### src/diag_pkg.sv
// package: register map, field layouts and codes of the diagnostic select block
// Functional notes
// [RL1] code 1 measures alternate reference voltage
// [RL2] diag result loads when acquisition completes
// [RL3] result is 14 bits in 15:2
// [RL4] host checks alternate reference window 3EF8h-4034h
// [RL5] code 2 converts reference against thermistor drive
// [RL6] host derives analog supply from result
// [RL7] codes 3 to 6 select further checks
// [RL8] headroom alert refreshed during each measurement
// [RL9] overtemperature alert refreshed after each measurement
// [RL10] receive pins checked after reset, flag faults
// [RL11] host tests undervoltage with pump disabled
// [RL12] host runs test sources, inspects alerts
// [RL13] host runs alternate mux with switches
// [RL14] four switch diag codes set alerts
// [RL15] zero and full scale force bipolar
// [RL16] code zero leaves result unchanged
package diag_pkg;
  // register byte offsets
  localparam logic [7:0] CTRL_OFF   = 8'h00;
  localparam logic [7:0] RESULT_OFF = 8'h04;
  localparam logic [7:0] STATUS_OFF = 8'h08;
  localparam logic [7:0] MASK_OFF   = 8'h0C;
  localparam logic [7:0] THR_OFF    = 8'h10;
  localparam logic [7:0] SWALRT_OFF = 8'h14;
  localparam logic [7:0] SWTHR_OFF  = 8'h18;
  // control fields
  localparam int SEL_LSB   = 0;
  localparam int SWSEL_LSB = 4;
  localparam int START_BIT = 8;
  // diagnostic selector codes
  typedef enum logic [2:0] {
    DIAG_NONE = 3'h0, DIAG_ALTERNATE_REFERENCE = 3'h1, DIAG_SUPPLY = 3'h2, DIAG_LEVEL_SHIFT_AMPLIFIER_OFS = 3'h3,
    DIAG_ZERO = 3'h4, DIAG_FULL = 3'h5, DIAG_TEMP = 3'h6, DIAG_RSVD = 3'h7
  } diag_sel_t;
  localparam logic [2:0] SW_SHORT = 3'h1;
  localparam logic [2:0] SW_OPEN  = 3'h2;
  localparam logic [2:0] SW_ODD   = 3'h5;
  localparam logic [2:0] SW_EVEN  = 3'h6;
  localparam int NSW = 12;
  // status bit positions
  localparam int ST_DONE  = 0;
  localparam int ST_HDRM  = 1;
  localparam int ST_TEMP  = 2;
  localparam int ST_COMMU = 3;
  localparam int ST_COMML = 4;
  localparam int ST_SW    = 5;
  localparam int NST      = 6;
  localparam logic [15:0] ZERO_SCALE = 16'h0000;
  localparam logic [15:0] FULL_SCALE = 16'hFFF0;
  localparam logic [1:0]  RES_PAD    = 2'h0;
  // receive pin check duration after reset
  localparam int RX_CHECK_CYC = 16;
  // analog front-end strobe group
  typedef struct packed {
    logic        done;
    logic [13:0] code;
    logic        hdrm_low;
    logic        temp_high;
  } adc_in_t;
endpackage

### src/diag_select.sv
// module: diagnostic selection, result register and alert flags over apb
//
// The implementer's own choices: the register offsets and the APB slave port.
`timescale 1ns/1ns
module acquisition_diagnostic_select
  import diag_pkg::*;
(
  // apb slave
  input  wire logic        pclk,
  input  wire logic        presetn,
  input  wire logic        psel,
  input  wire logic        penable,
  input  wire logic        pwrite,
  input  wire logic [7:0]  paddr,
  input  wire logic [31:0] pwdata,
  output logic      [31:0] prdata,
  output logic             pready,
  output logic             pslverr,
  // acquisition front end (pins)
  input  wire logic        acq_busy,
  input  wire logic        acq_done,
  input  wire logic [13:0] adc_code,
  input  wire logic        hdrm_low,
  input  wire logic        temp_high,
  input  wire logic        rx_upper_bad,
  input  wire logic        rx_lower_bad,
  input  wire logic [11:0] sw_volt_low,
  input  wire logic [11:0] sw_volt_high,
  // analog mux steering
  output logic [2:0]       mux_diag_sel,
  output logic             force_bipolar,
  output logic             alt_mux_en,
  output logic [11:0]      sw_drive,
  output logic             acq_start,
  // alerts
  output logic             hv_headroom_alert,
  output logic             die_overtemp_alert,
  output logic             upper_port_comm_alert,
  output logic             lower_port_comm_alert,
  output logic             irq
);
  // synchronised pins
  logic [NSW+NSW+19:0] pins_s;
  adc_in_t             adc;
  logic                busy_s;
  logic                rxu_s;
  logic                rxl_s;
  logic [NSW-1:0]      swl_s;
  logic [NSW-1:0]      swh_s;
  diag_sync #(.W(NSW+NSW+20)) u_sync (
    .pclk    (pclk),
    .presetn (presetn),
    .d       ({acq_done, adc_code, hdrm_low, temp_high, acq_busy, rx_upper_bad,
                rx_lower_bad, sw_volt_low, sw_volt_high}),
    .q       (pins_s)
  );
  assign {adc, busy_s, rxu_s, rxl_s, swl_s, swh_s} = pins_s;

  // registers
  diag_sel_t      sel_q;
  logic [2:0]     swsel_q;
  logic [15:0]    result_q;
  logic [NST-1:0] status_q;
  logic [NST-1:0] mask_q;
  logic [NSW-1:0] swalrt_q;
  logic [NSW-1:0] swen_q;
  logic           done_d1_q;
  logic           hdrm_q;
  logic           temp_q;
  logic           commu_q;
  logic           comml_q;
  logic [4:0]     rxcnt_q;
  logic           rxchk_q;

  // apb decode
  wire acc      = psel & penable;
  wire wr       = acc & pwrite;
  wire hit_ctrl = (paddr == CTRL_OFF);
  wire hit_res  = (paddr == RESULT_OFF);
  wire hit_st   = (paddr == STATUS_OFF);
  wire hit_mask = (paddr == MASK_OFF);
  wire hit_swa  = (paddr == SWALRT_OFF);
  wire hit_swt  = (paddr == SWTHR_OFF);
  wire hit_thr  = (paddr == THR_OFF);
  wire mapped   = hit_ctrl | hit_res | hit_st | hit_mask | hit_swa | hit_swt | hit_thr;
  wire [2:0] wsel  = pwdata[SEL_LSB +: 3];
  wire [2:0] wswsel = pwdata[SWSEL_LSB +: 3];

  // acquisition completion edge
  wire done_pulse = adc.done & ~done_d1_q;
  wire diag_used  = (sel_q != DIAG_NONE) && (sel_q != DIAG_RSVD);
  // zero/full-scale checks force bipolar, so code saturates at rails
  wire is_zero    = (sel_q == DIAG_ZERO);
  wire is_full    = (sel_q == DIAG_FULL);
  wire [15:0] res_new = is_zero ? ZERO_SCALE : is_full ? FULL_SCALE : {adc.code, RES_PAD};
  // switch diag comparisons, per switch
  wire sw_mode = (swsel_q == SW_SHORT) | (swsel_q == SW_OPEN) |
                 (swsel_q == SW_ODD) | (swsel_q == SW_EVEN);
  logic [NSW-1:0] sw_fault;
  logic [NSW-1:0] sw_pattern;
  genvar gi;
  generate
    for (gi = 0; gi < NSW; gi++) begin : g_sw
      // open test flags both limits, short test only the low one
      assign sw_fault[gi] = (swsel_q == SW_SHORT) ? swl_s[gi] :
                            ((swl_s[gi] | swh_s[gi]) & sw_pattern[gi]);
      assign sw_pattern[gi] = (swsel_q == SW_OPEN) ? swen_q[gi] :
                              (swsel_q == SW_ODD)  ? (gi % 2 == 0) :
                              (swsel_q == SW_EVEN) ? (gi % 2 == 1) : 1'b0;
    end
  endgenerate

  // event sources into sticky status
  logic [NST-1:0] ev;
  assign ev[ST_DONE]  = done_pulse;
  assign ev[ST_HDRM]  = busy_s & adc.hdrm_low; // [RL8]
  assign ev[ST_TEMP]  = done_pulse & adc.temp_high; // [RL9]
  assign ev[ST_COMMU] = rxchk_q & rxu_s; // [RL10]
  assign ev[ST_COMML] = rxchk_q & rxl_s; // [RL10]
  assign ev[ST_SW]    = done_pulse & sw_mode & (|sw_fault); // [RL14]
  wire [NST-1:0] w1c = (wr & hit_st) ? pwdata[NST-1:0] : '0;

  // control and mask registers
  always_ff @(posedge pclk or negedge presetn) begin
    if (!presetn) begin
      sel_q   <= DIAG_NONE;
      swsel_q <= 3'h0;
      mask_q  <= '0;
      swen_q  <= '0;
    end else begin
      if (wr & hit_ctrl) sel_q   <= diag_sel_t'(wsel); // [RL1] [RL5] [RL7]
      if (wr & hit_ctrl) swsel_q <= wswsel; // [RL14]
      if (wr & hit_mask) mask_q  <= pwdata[NST-1:0];
      if (wr & hit_swt)  swen_q  <= pwdata[NSW-1:0];
    end
  end

  // start strobe for the acquisition sequencer
  always_ff @(posedge pclk or negedge presetn) begin
    if (!presetn) acq_start <= 1'b0;
    else          acq_start <= wr & hit_ctrl & pwdata[START_BIT];
  end

  // result loads only on completion with a live selector
  always_ff @(posedge pclk or negedge presetn) begin
    if (!presetn) begin
      result_q  <= '0;
      done_d1_q <= 1'b0;
    end else begin
      done_d1_q <= adc.done;
      if (done_pulse && diag_used) result_q <= res_new; // [RL2] [RL3] [RL15] [RL16]
    end
  end

  // sticky status: set beats write-one-to-clear
  always_ff @(posedge pclk or negedge presetn) begin
    if (!presetn) status_q <= '0;
    else          status_q <= (status_q & ~w1c) | ev;
  end

  // per-switch alerts, same set-wins policy
  wire [NSW-1:0] swclr = (wr & hit_swa) ? pwdata[NSW-1:0] : '0;
  always_ff @(posedge pclk or negedge presetn) begin
    if (!presetn) swalrt_q <= '0;
    else swalrt_q <= (swalrt_q & ~swclr) | ((done_pulse & sw_mode) ? sw_fault : '0); // [RL14]
  end

  // live alert levels: headroom follows each running measurement
  always_ff @(posedge pclk or negedge presetn) begin
    if (!presetn) begin
      hdrm_q  <= 1'b0;
      temp_q  <= 1'b0;
    end else begin
      if (busy_s)     hdrm_q <= adc.hdrm_low; // [RL8]
      if (done_pulse) temp_q <= adc.temp_high; // [RL9]
    end
  end

  // receive pin check window after reset release
  always_ff @(posedge pclk or negedge presetn) begin
    if (!presetn) begin
      rxcnt_q <= '0;
      rxchk_q <= 1'b1;
      commu_q <= 1'b0;
      comml_q <= 1'b0;
    end else begin
      if (rxchk_q) rxcnt_q <= rxcnt_q + 5'h01;
      if (rxchk_q && rxcnt_q == 5'(RX_CHECK_CYC - 1)) rxchk_q <= 1'b0;
      if (rxchk_q && rxu_s) commu_q <= 1'b1; // [RL10]
      if (rxchk_q && rxl_s) comml_q <= 1'b1; // [RL10]
    end
  end

  // read mux
  wire [31:0] rd = hit_ctrl ? {23'h0, 1'b0, 1'b0, swsel_q, 1'b0, sel_q} :
                   hit_res  ? {16'h0, result_q} :
                   hit_st   ? {26'h0, status_q} :
                   hit_mask ? {26'h0, mask_q} :
                   hit_swa  ? {20'h0, swalrt_q} :
                   hit_swt  ? {20'h0, swen_q} :
                   hit_thr  ? {28'h0, comml_q, commu_q, temp_q, hdrm_q} : 32'h0;

  // registered outputs
  always_ff @(posedge pclk or negedge presetn) begin
    if (!presetn) begin
      prdata                <= '0;
      pready                <= 1'b0;
      pslverr               <= 1'b0;
      mux_diag_sel          <= 3'h0;
      force_bipolar         <= 1'b0;
      alt_mux_en            <= 1'b0;
      sw_drive              <= '0;
      hv_headroom_alert     <= 1'b0;
      die_overtemp_alert    <= 1'b0;
      upper_port_comm_alert <= 1'b0;
      lower_port_comm_alert <= 1'b0;
      irq                   <= 1'b0;
    end else begin
      pready                <= psel & ~penable;
      prdata                <= (psel & ~penable & ~pwrite) ? rd : prdata;
      pslverr               <= psel & ~penable & ~mapped;
      mux_diag_sel          <= sel_q; // [RL1] [RL5] [RL7]
      force_bipolar         <= is_zero | is_full | (sel_q == DIAG_LEVEL_SHIFT_AMPLIFIER_OFS) |
                               (swsel_q == SW_OPEN); // [RL15]
      alt_mux_en            <= sw_mode; // [RL14]
      sw_drive              <= sw_pattern & {NSW{swsel_q != SW_SHORT}};
      hv_headroom_alert     <= hdrm_q;
      die_overtemp_alert    <= temp_q;
      upper_port_comm_alert <= commu_q;
      lower_port_comm_alert <= comml_q;
      irq                   <= |(((status_q & ~w1c) | ev) & mask_q);
    end
  end
endmodule // acquisition_diagnostic_select

### src/diag_sync.sv
// module: two-stage synchroniser vector
`timescale 1ns/1ns
module diag_sync #(
  parameter int W = 1
) (
  // clock and reset
  input  wire logic         pclk,
  input  wire logic         presetn,
  // data
  input  wire logic [W-1:0] d,
  output logic      [W-1:0] q
);
  logic [W-1:0] meta_q;
  // first stage is read only by second
  always_ff @(posedge pclk or negedge presetn) begin
    if (!presetn) begin
      meta_q <= '0;
      q      <= '0;
    end else begin
      meta_q <= d;
      q      <= meta_q;
    end
  end
endmodule // diag_sync

### config.mk
export PLATFORM = sky130hd
export DESIGN_NAME = acquisition_diagnostic_select
export DESIGN_NICKNAME = d
export VERILOG_FILES = /design/src/diag_pkg.sv /design/src/diag_select.sv /design/src/diag_sync.sv
export SDC_FILE = /design/constraint.sdc
export NUM_CORES = 1
export LEC_CHECK = 0
export ABC_AREA = 1
export BUFFER_PORTS_ARGS = -buffer_cell sky130_fd_sc_hd__clkbuf_2
export CAP_MARGIN = 20
export CORE_MARGIN = 1
export CORE_UTILIZATION = 50
export DETAILED_ROUTE_END_ITERATION = 8
export GPL_ROUTABILITY_DRIVEN = 0
export PLACE_DENSITY = 0.7
export SLEW_MARGIN = 20
export SYNTH_ARGS = -nofsm -noshare
export SYNTH_HDL_FRONTEND = slang
export SYNTH_HIERARCHICAL = 1
export SYNTH_SLANG_ARGS = --single-unit
### constraint.sdc
create_clock -name pclk -period 2.18 [get_ports pclk]
set_input_delay 0.327 -clock pclk [delete_from_list [all_inputs] [get_ports pclk]]
set_output_delay 0.327 -clock pclk [all_outputs]
set_load 0.03 [all_outputs]
== Word-level counts from Yosys, hierarchy flattened ==
Index checks and enable logic that the tools add are counted.
Operators by class
  add/sub/neg operators: 1
  multiplexer cells: 39
  eq/ne operators: 16
  reduce and logical (&&, ||, !) cells: 9
  bitwise operators: 66
Operators by type and width (count)
  12-bit two-way mux: 6
  16-bit two-way mux: 4
  1-bit AND: 30
  1-bit two-way mux: 27
  12-bit AND: 2
  8-bit by 5-bit equality test with 1-bit output, second input constant: 3
  1-bit bitwise OR: 24
  8-bit by 4-bit equality test with 1-bit output, second input constant: 2
  6-bit AND: 2
  3-bit equality test, second input constant: 4
  12-bit NOT: 1
  12-bit bitwise OR: 1
  12-bit OR reduction: 1
  8-bit by 3-bit equality test with 1-bit output, second input constant: 1
  8-bit zero test: 1
  3-bit by 2-bit equality test with 1-bit output, second input constant: 2
  6-bit two-way mux: 1
  6-bit NOT: 1
  6-bit bitwise OR: 1
  6-bit OR reduction: 1
  5-bit by 1-bit adder with 5-bit output, second input constant: 1
  5-bit by 4-bit equality test with 1-bit output, second input constant: 1
  1-bit logical AND: 5
  4-bit two-way mux: 1
  other kinds (5): 8
Storage, ports and cells
  input port bits: 89
  register bits after elaboration: 214
  output and inout port bits: 57

== Logic depth before layout (Yosys ltp) ==
  word-level depth: 11
  gate-level depth with buffers: 13
  mapped depth without buffers: 13

== Cells and area by module ==
The synthesis kept the hierarchy.
By module, submodules not included
  acquisition_diagnostic_select: times used 1, area each 5074.9 µm², sequential area each 2703.8 µm², cells each 613
  diag_sync: times used 1, area each 2202.1 µm², sequential area each 2202.1 µm², cells each 88

== Worst setup path after synthesis ==
No wires, ideal clock.
  kind: input -> register
  start: input paddr[7]
  end: register irq
  slack: 0.695 ns
  library setup time: 0.117 ns
  data required time: 2.063 ns
  data arrival time: 1.368 ns
  path buffers: 0
  cell stages on the path: 10
  path through: nor2_1 > nand2_1 > nor2_1 > nand2_2 > o21ai_1 > nand2_1 > nand2_1 > nand3_1 > nor2_1 > nand2_1
Between the ends
  longest elaborated chain between the ends: 8
RTL lines
  from (decl): RTL line diag_select.sv:14  | input wire logic [7:0] paddr,
  8-bit by 4-bit equality test with 1-bit output: RTL line diag_select.sv:80  | wire hit_st = (paddr == STATUS_OFF);
  1-bit AND: RTL line diag_select.sv:121  | wire [NST-1:0] w1c = (wr & hit_st) ? pwdata[NST-1:0] : '0;
  6-bit two-way mux: RTL line diag_select.sv:121
  6-bit NOT: RTL line diag_select.sv:231  | irq <= |(((status_q & ~w1c) | ev) & mask_q);
  6-bit AND: RTL line diag_select.sv:231
  6-bit bitwise OR: RTL line diag_select.sv:231
  6-bit AND: RTL line diag_select.sv:231
  6-bit OR reduction: RTL line diag_select.sv:231
  to (signal assigned): RTL line diag_select.sv:231
  to (decl): RTL line diag_select.sv:40  | output logic irq
No other way between the ends.
A chain may end at the register's enable or synchronous reset.

== Worst setup path in the final report ==
  start: register swsel_q[0]
  end: register irq
Between the ends
  longest elaborated chain between the ends: 11
  elaborated cells on any way between the ends: 52
RTL lines
  from (decl): RTL line diag_select.sv:61  | logic [2:0] swsel_q;
  from (signal assigned): RTL line diag_select.sv:132  | if (wr & hit_ctrl) swsel_q <= wswsel;
  3-bit equality test: RTL line diag_select.sv:98, diag_select.sv:109
  1-bit two-way mux: RTL line diag_select.sv:109  | (swsel_q == SW_EVEN) ? (gi % 2 == 1) : 1'b0;
  1-bit two-way mux: RTL line diag_select.sv:108  | (swsel_q == SW_ODD) ? (gi % 2 == 0) :
  1-bit two-way mux: RTL line diag_select.sv:107  | assign sw_pattern[gi] = (swsel_q == SW_OPEN) ? swen_q[gi] :
  1-bit AND: RTL line diag_select.sv:106  | ((swl_s[gi] | swh_s[gi]) & sw_pattern[gi]);
  1-bit two-way mux: RTL line diag_select.sv:105  | assign sw_fault[gi] = (swsel_q == SW_SHORT) ? swl_s[gi] :
  12-bit OR reduction: RTL line diag_select.sv:120  | assign ev[ST_SW] = done_pulse & sw_mode & (|sw_fault);
  1-bit AND *: RTL line diag_select.sv:120
  6-bit bitwise OR *: RTL line diag_select.sv:231
  6-bit AND *: RTL line diag_select.sv:231
  6-bit OR reduction *: RTL line diag_select.sv:231
Mark *: on every way between the ends. The rest lies on a longest branch, timed or not.

==> impl_metrics.ini <==
[placed_design]
pre_cts_slack_ns = 0.270
dp_hpwl_um = 11200
numPortBuffers = 109

[routing]
dr_wl_met3_um = 912
postRouteAntennaNets = 0
via_per_inst = 5.03
first_pass_iters = 5
drc = 0
drt_wl_total_um = 15500
highest_layer = met4
wl_per_cell_um = 14.8
met2_length_um = 7620
m1WireLength_um = 6630
num_vias = 5266
drtIter0Drc = 439

[clock_tree]
numCtsBuffers = 17
cts.sinks = 196
tritoncts = done
worstSkewPairLatency_ns = 0.42
htree_levels = 4
post_cts_buffers = 0
post_cts_resized = 0
cts_root_buffer = clkbuf_16
clk_pin_slew_ns = 0.07
clock_path_buffers = 2
holdBufCountCts = 27

[yosys]
ys_types = 38
ys_seq_area_share_pct = 67.4
ys_ff_latch = 196
synth_ff_type = dfrtp_1
synth_warnings = 6
synth-edff-count = 0
avgSynthCellArea_sq_um = 10.4
synthArstFlopShare_pct = 100
syn_area_sq_mm = 0.00728
netlist_instances = 701

[die]
ios = 146
die_h_um = 123
start_util_pct = 51.8
coreArea_sq_mm = 0.0140
placementRows = 43
fp.dieW_um = 123
die-area_sq_mm = 0.0150

[layout]
drive_gt1_share_pct = 21.2
seqCellArea_sq_mm = 0.00491
multi_input_area_sq_mm = 0.00196
nFillCells = 1113
synthToLayoutAreaGrowth_pct = 22.6
utilization_pct = 63.5
nNetsFinal = 946
antenna_cells = 0

[grt]
grtUsageTotal_pct = 22.6
grt_pass1_vias = 5279
antenna_found_initial = 0
grt_max_degree = 69
grt_overflow = 0
grt_pass1_wl_um = 25300

[power_and_ir_drop]
p_per_area_mw_per_mm2 = 824
vdd_drop_max_v = 0.000568
cellLeakagePower_nw = 4.46

[flow_run]
drv_cap = 0

[setup_path]
critPathRequiredTime_ns = 2.49
r2r_start = swsel_q[0]
cp.arrival_ns = 2.29
end_kind = register
regToRegSetupSlack_ns = 0.19
startpoint_type = register
worst_r2r_endpoint = irq
reg2reg_depth = 12
worst-path-max-fanout = 7
critPathKind = reg2reg

[worst_hold_path]
hold_path_depth = 1
hold_end = u_sync/meta_q[0]
min-delay-start = sw_volt_high[0]
hold_class = in2reg

[sta]
finalHoldViolCount = 0
drv_slew = 0
fin_skew_ns = 0.00700
fmax_mhz = 504
fin_ws_ns = 0.194
post-route-period-util_pct = 91.1
rsz0062_at_grt = false
final.min_clock_period_ns = 1.99
finalSetupViolations = 0
tns_ns = 0

[outcome]
status = finished, final reports clean
sequential cells by signal (all words and copies together), names as in the netlist, 3 cells and up:
signal and cells:
result_q 14, status_q 6, swen_q 12, swalrt_q 12
mask_q 6, prdata 16, sel_q 3, sw_drive 12
swsel_q 3, u_sync/q 44, mux_diag_sel 3, rxcnt_q 5
u_sync/meta_q 44
Yosys cell counts, types with 3 or more instances:
cell / count / area (sq um)
nand2_2: 4 / 25.0
inv_1: 62 / 233
nand4_1: 7 / 43.8
dfrtp_1: 195 / 4880
inv_2: 9 / 33.8
o22ai_1: 3 / 18.8
nand3_2: 3 / 30.0
nor2_1: 23 / 86.3
o21ai_0: 42 / 210
nand2_1: 166 / 623
clkbuf_1: 13 / 48.8
buf_4: 16 / 120
a21oi_1: 17 / 85.1
o21ai_1: 56 / 280
nand3_1: 47 / 235
or2_2: 9 / 56.3
where the power goes:
part / internal (W) / switching (W)
sequential: 0.00379 / 0.0000707
clock: 0.00177 / 0.00125
combinational: 0.000168 / 0.000297
total: 0.00574 / 0.00161
how the worst max path moves through the flow:
stage	start	slack, ns	end
2_1_floorplan	paddr[7]	0.69	irq
3_3_place_gp	paddr[1]	0.32	irq
3_5_place_dp	paddr[1]	0.27	irq
4_1_cts	swsel_q[0]	0.26	irq
5_1_grt	swsel_q[0]	0.03	irq
6_report	swsel_q[0]	0.19	irq
worst max-delay path, cell delays in order, from the launching register on:
cell and delay (ns):
dfrtp_1 0.38, inv_1 0.10, nand2_2 0.13, nor2_1 0.36
nand2_1 0.09, nand3_1 0.10, nand3_1 0.09, nor2_1 0.19
nand3_1 0.10, nand2_1 0.11, nand2_2 0.07, nand2_1 0.09
nand2_1 0.07
cell families (layout without fill, tap and decap cells):
logic type / Yosys count / in the layout / synth area share [%]
other: 1 / 16 / 0.0515
xor gates and xnor gates: 3 / 3 / 0.361
and+or+nand+nor: 272 / 272 / 16.7
AOI/OAI and AO/OA: 123 / 123 / 8.72
adders and majority gates: 2 / 2 / 0.344
DFF: 196 / 196 / 67.4
buffers and inverters: 104 / 254 / 6.36
layout by cell type, fill, tap and decap left out, drive strengths merged, types with 2 or more instances in the layout:
| cell type | count |
|---|---|
| a21boi | 2 |
| a21oi | 17 |
| buf | 14 |
| bufinv | 2 |
| clkbuf | 132 |
| clkinv | 3 |
| conb | 16 |
| dfrtp | 195 |
| dlygate4sd3 | 29 |
| ha | 2 |
| inv | 73 |
| nand2 | 171 |
| nand3 | 51 |
| nand4 | 7 |
| nor2 | 26 |
| nor3 | 3 |
| o21ai | 98 |
| o22ai | 3 |
| or2 | 11 |
| xor2 | 2 |
per-layer routing:
layer,up-vias,track usage (%)
li1,2537,-
met1,2516,29.5
met2,190,36.9
met3,23,5.07
met4,0,8.92
met5,-,0
stage by stage:
step,cells,hold WS (ns),power (W),instance area (sq um)
after floorplan,716,0.0314,0.00414,7330
after global placement,987,0.294,0.00434,8050
after detailed placement,987,0.301,0.00436,8050
after CTS,1044,0.000311,0.00741,8900
after global routing,1046,0.000785,0.00763,8920
final,1046,0.0123,0.00735,8920
final cells by class:
cell class | instances | share of cell area (%)
multi-input combinational | 416 | 22.0
tap | 180 | 2.52
clock inverter | 7 | 1.11
clock buffer | 23 | 5.36
timing repair buffer | 152 | 10.9
sequential | 196 | 55.0
inverter | 72 | 3.06
No activity file was read; power rests on OpenSTA's default activity.
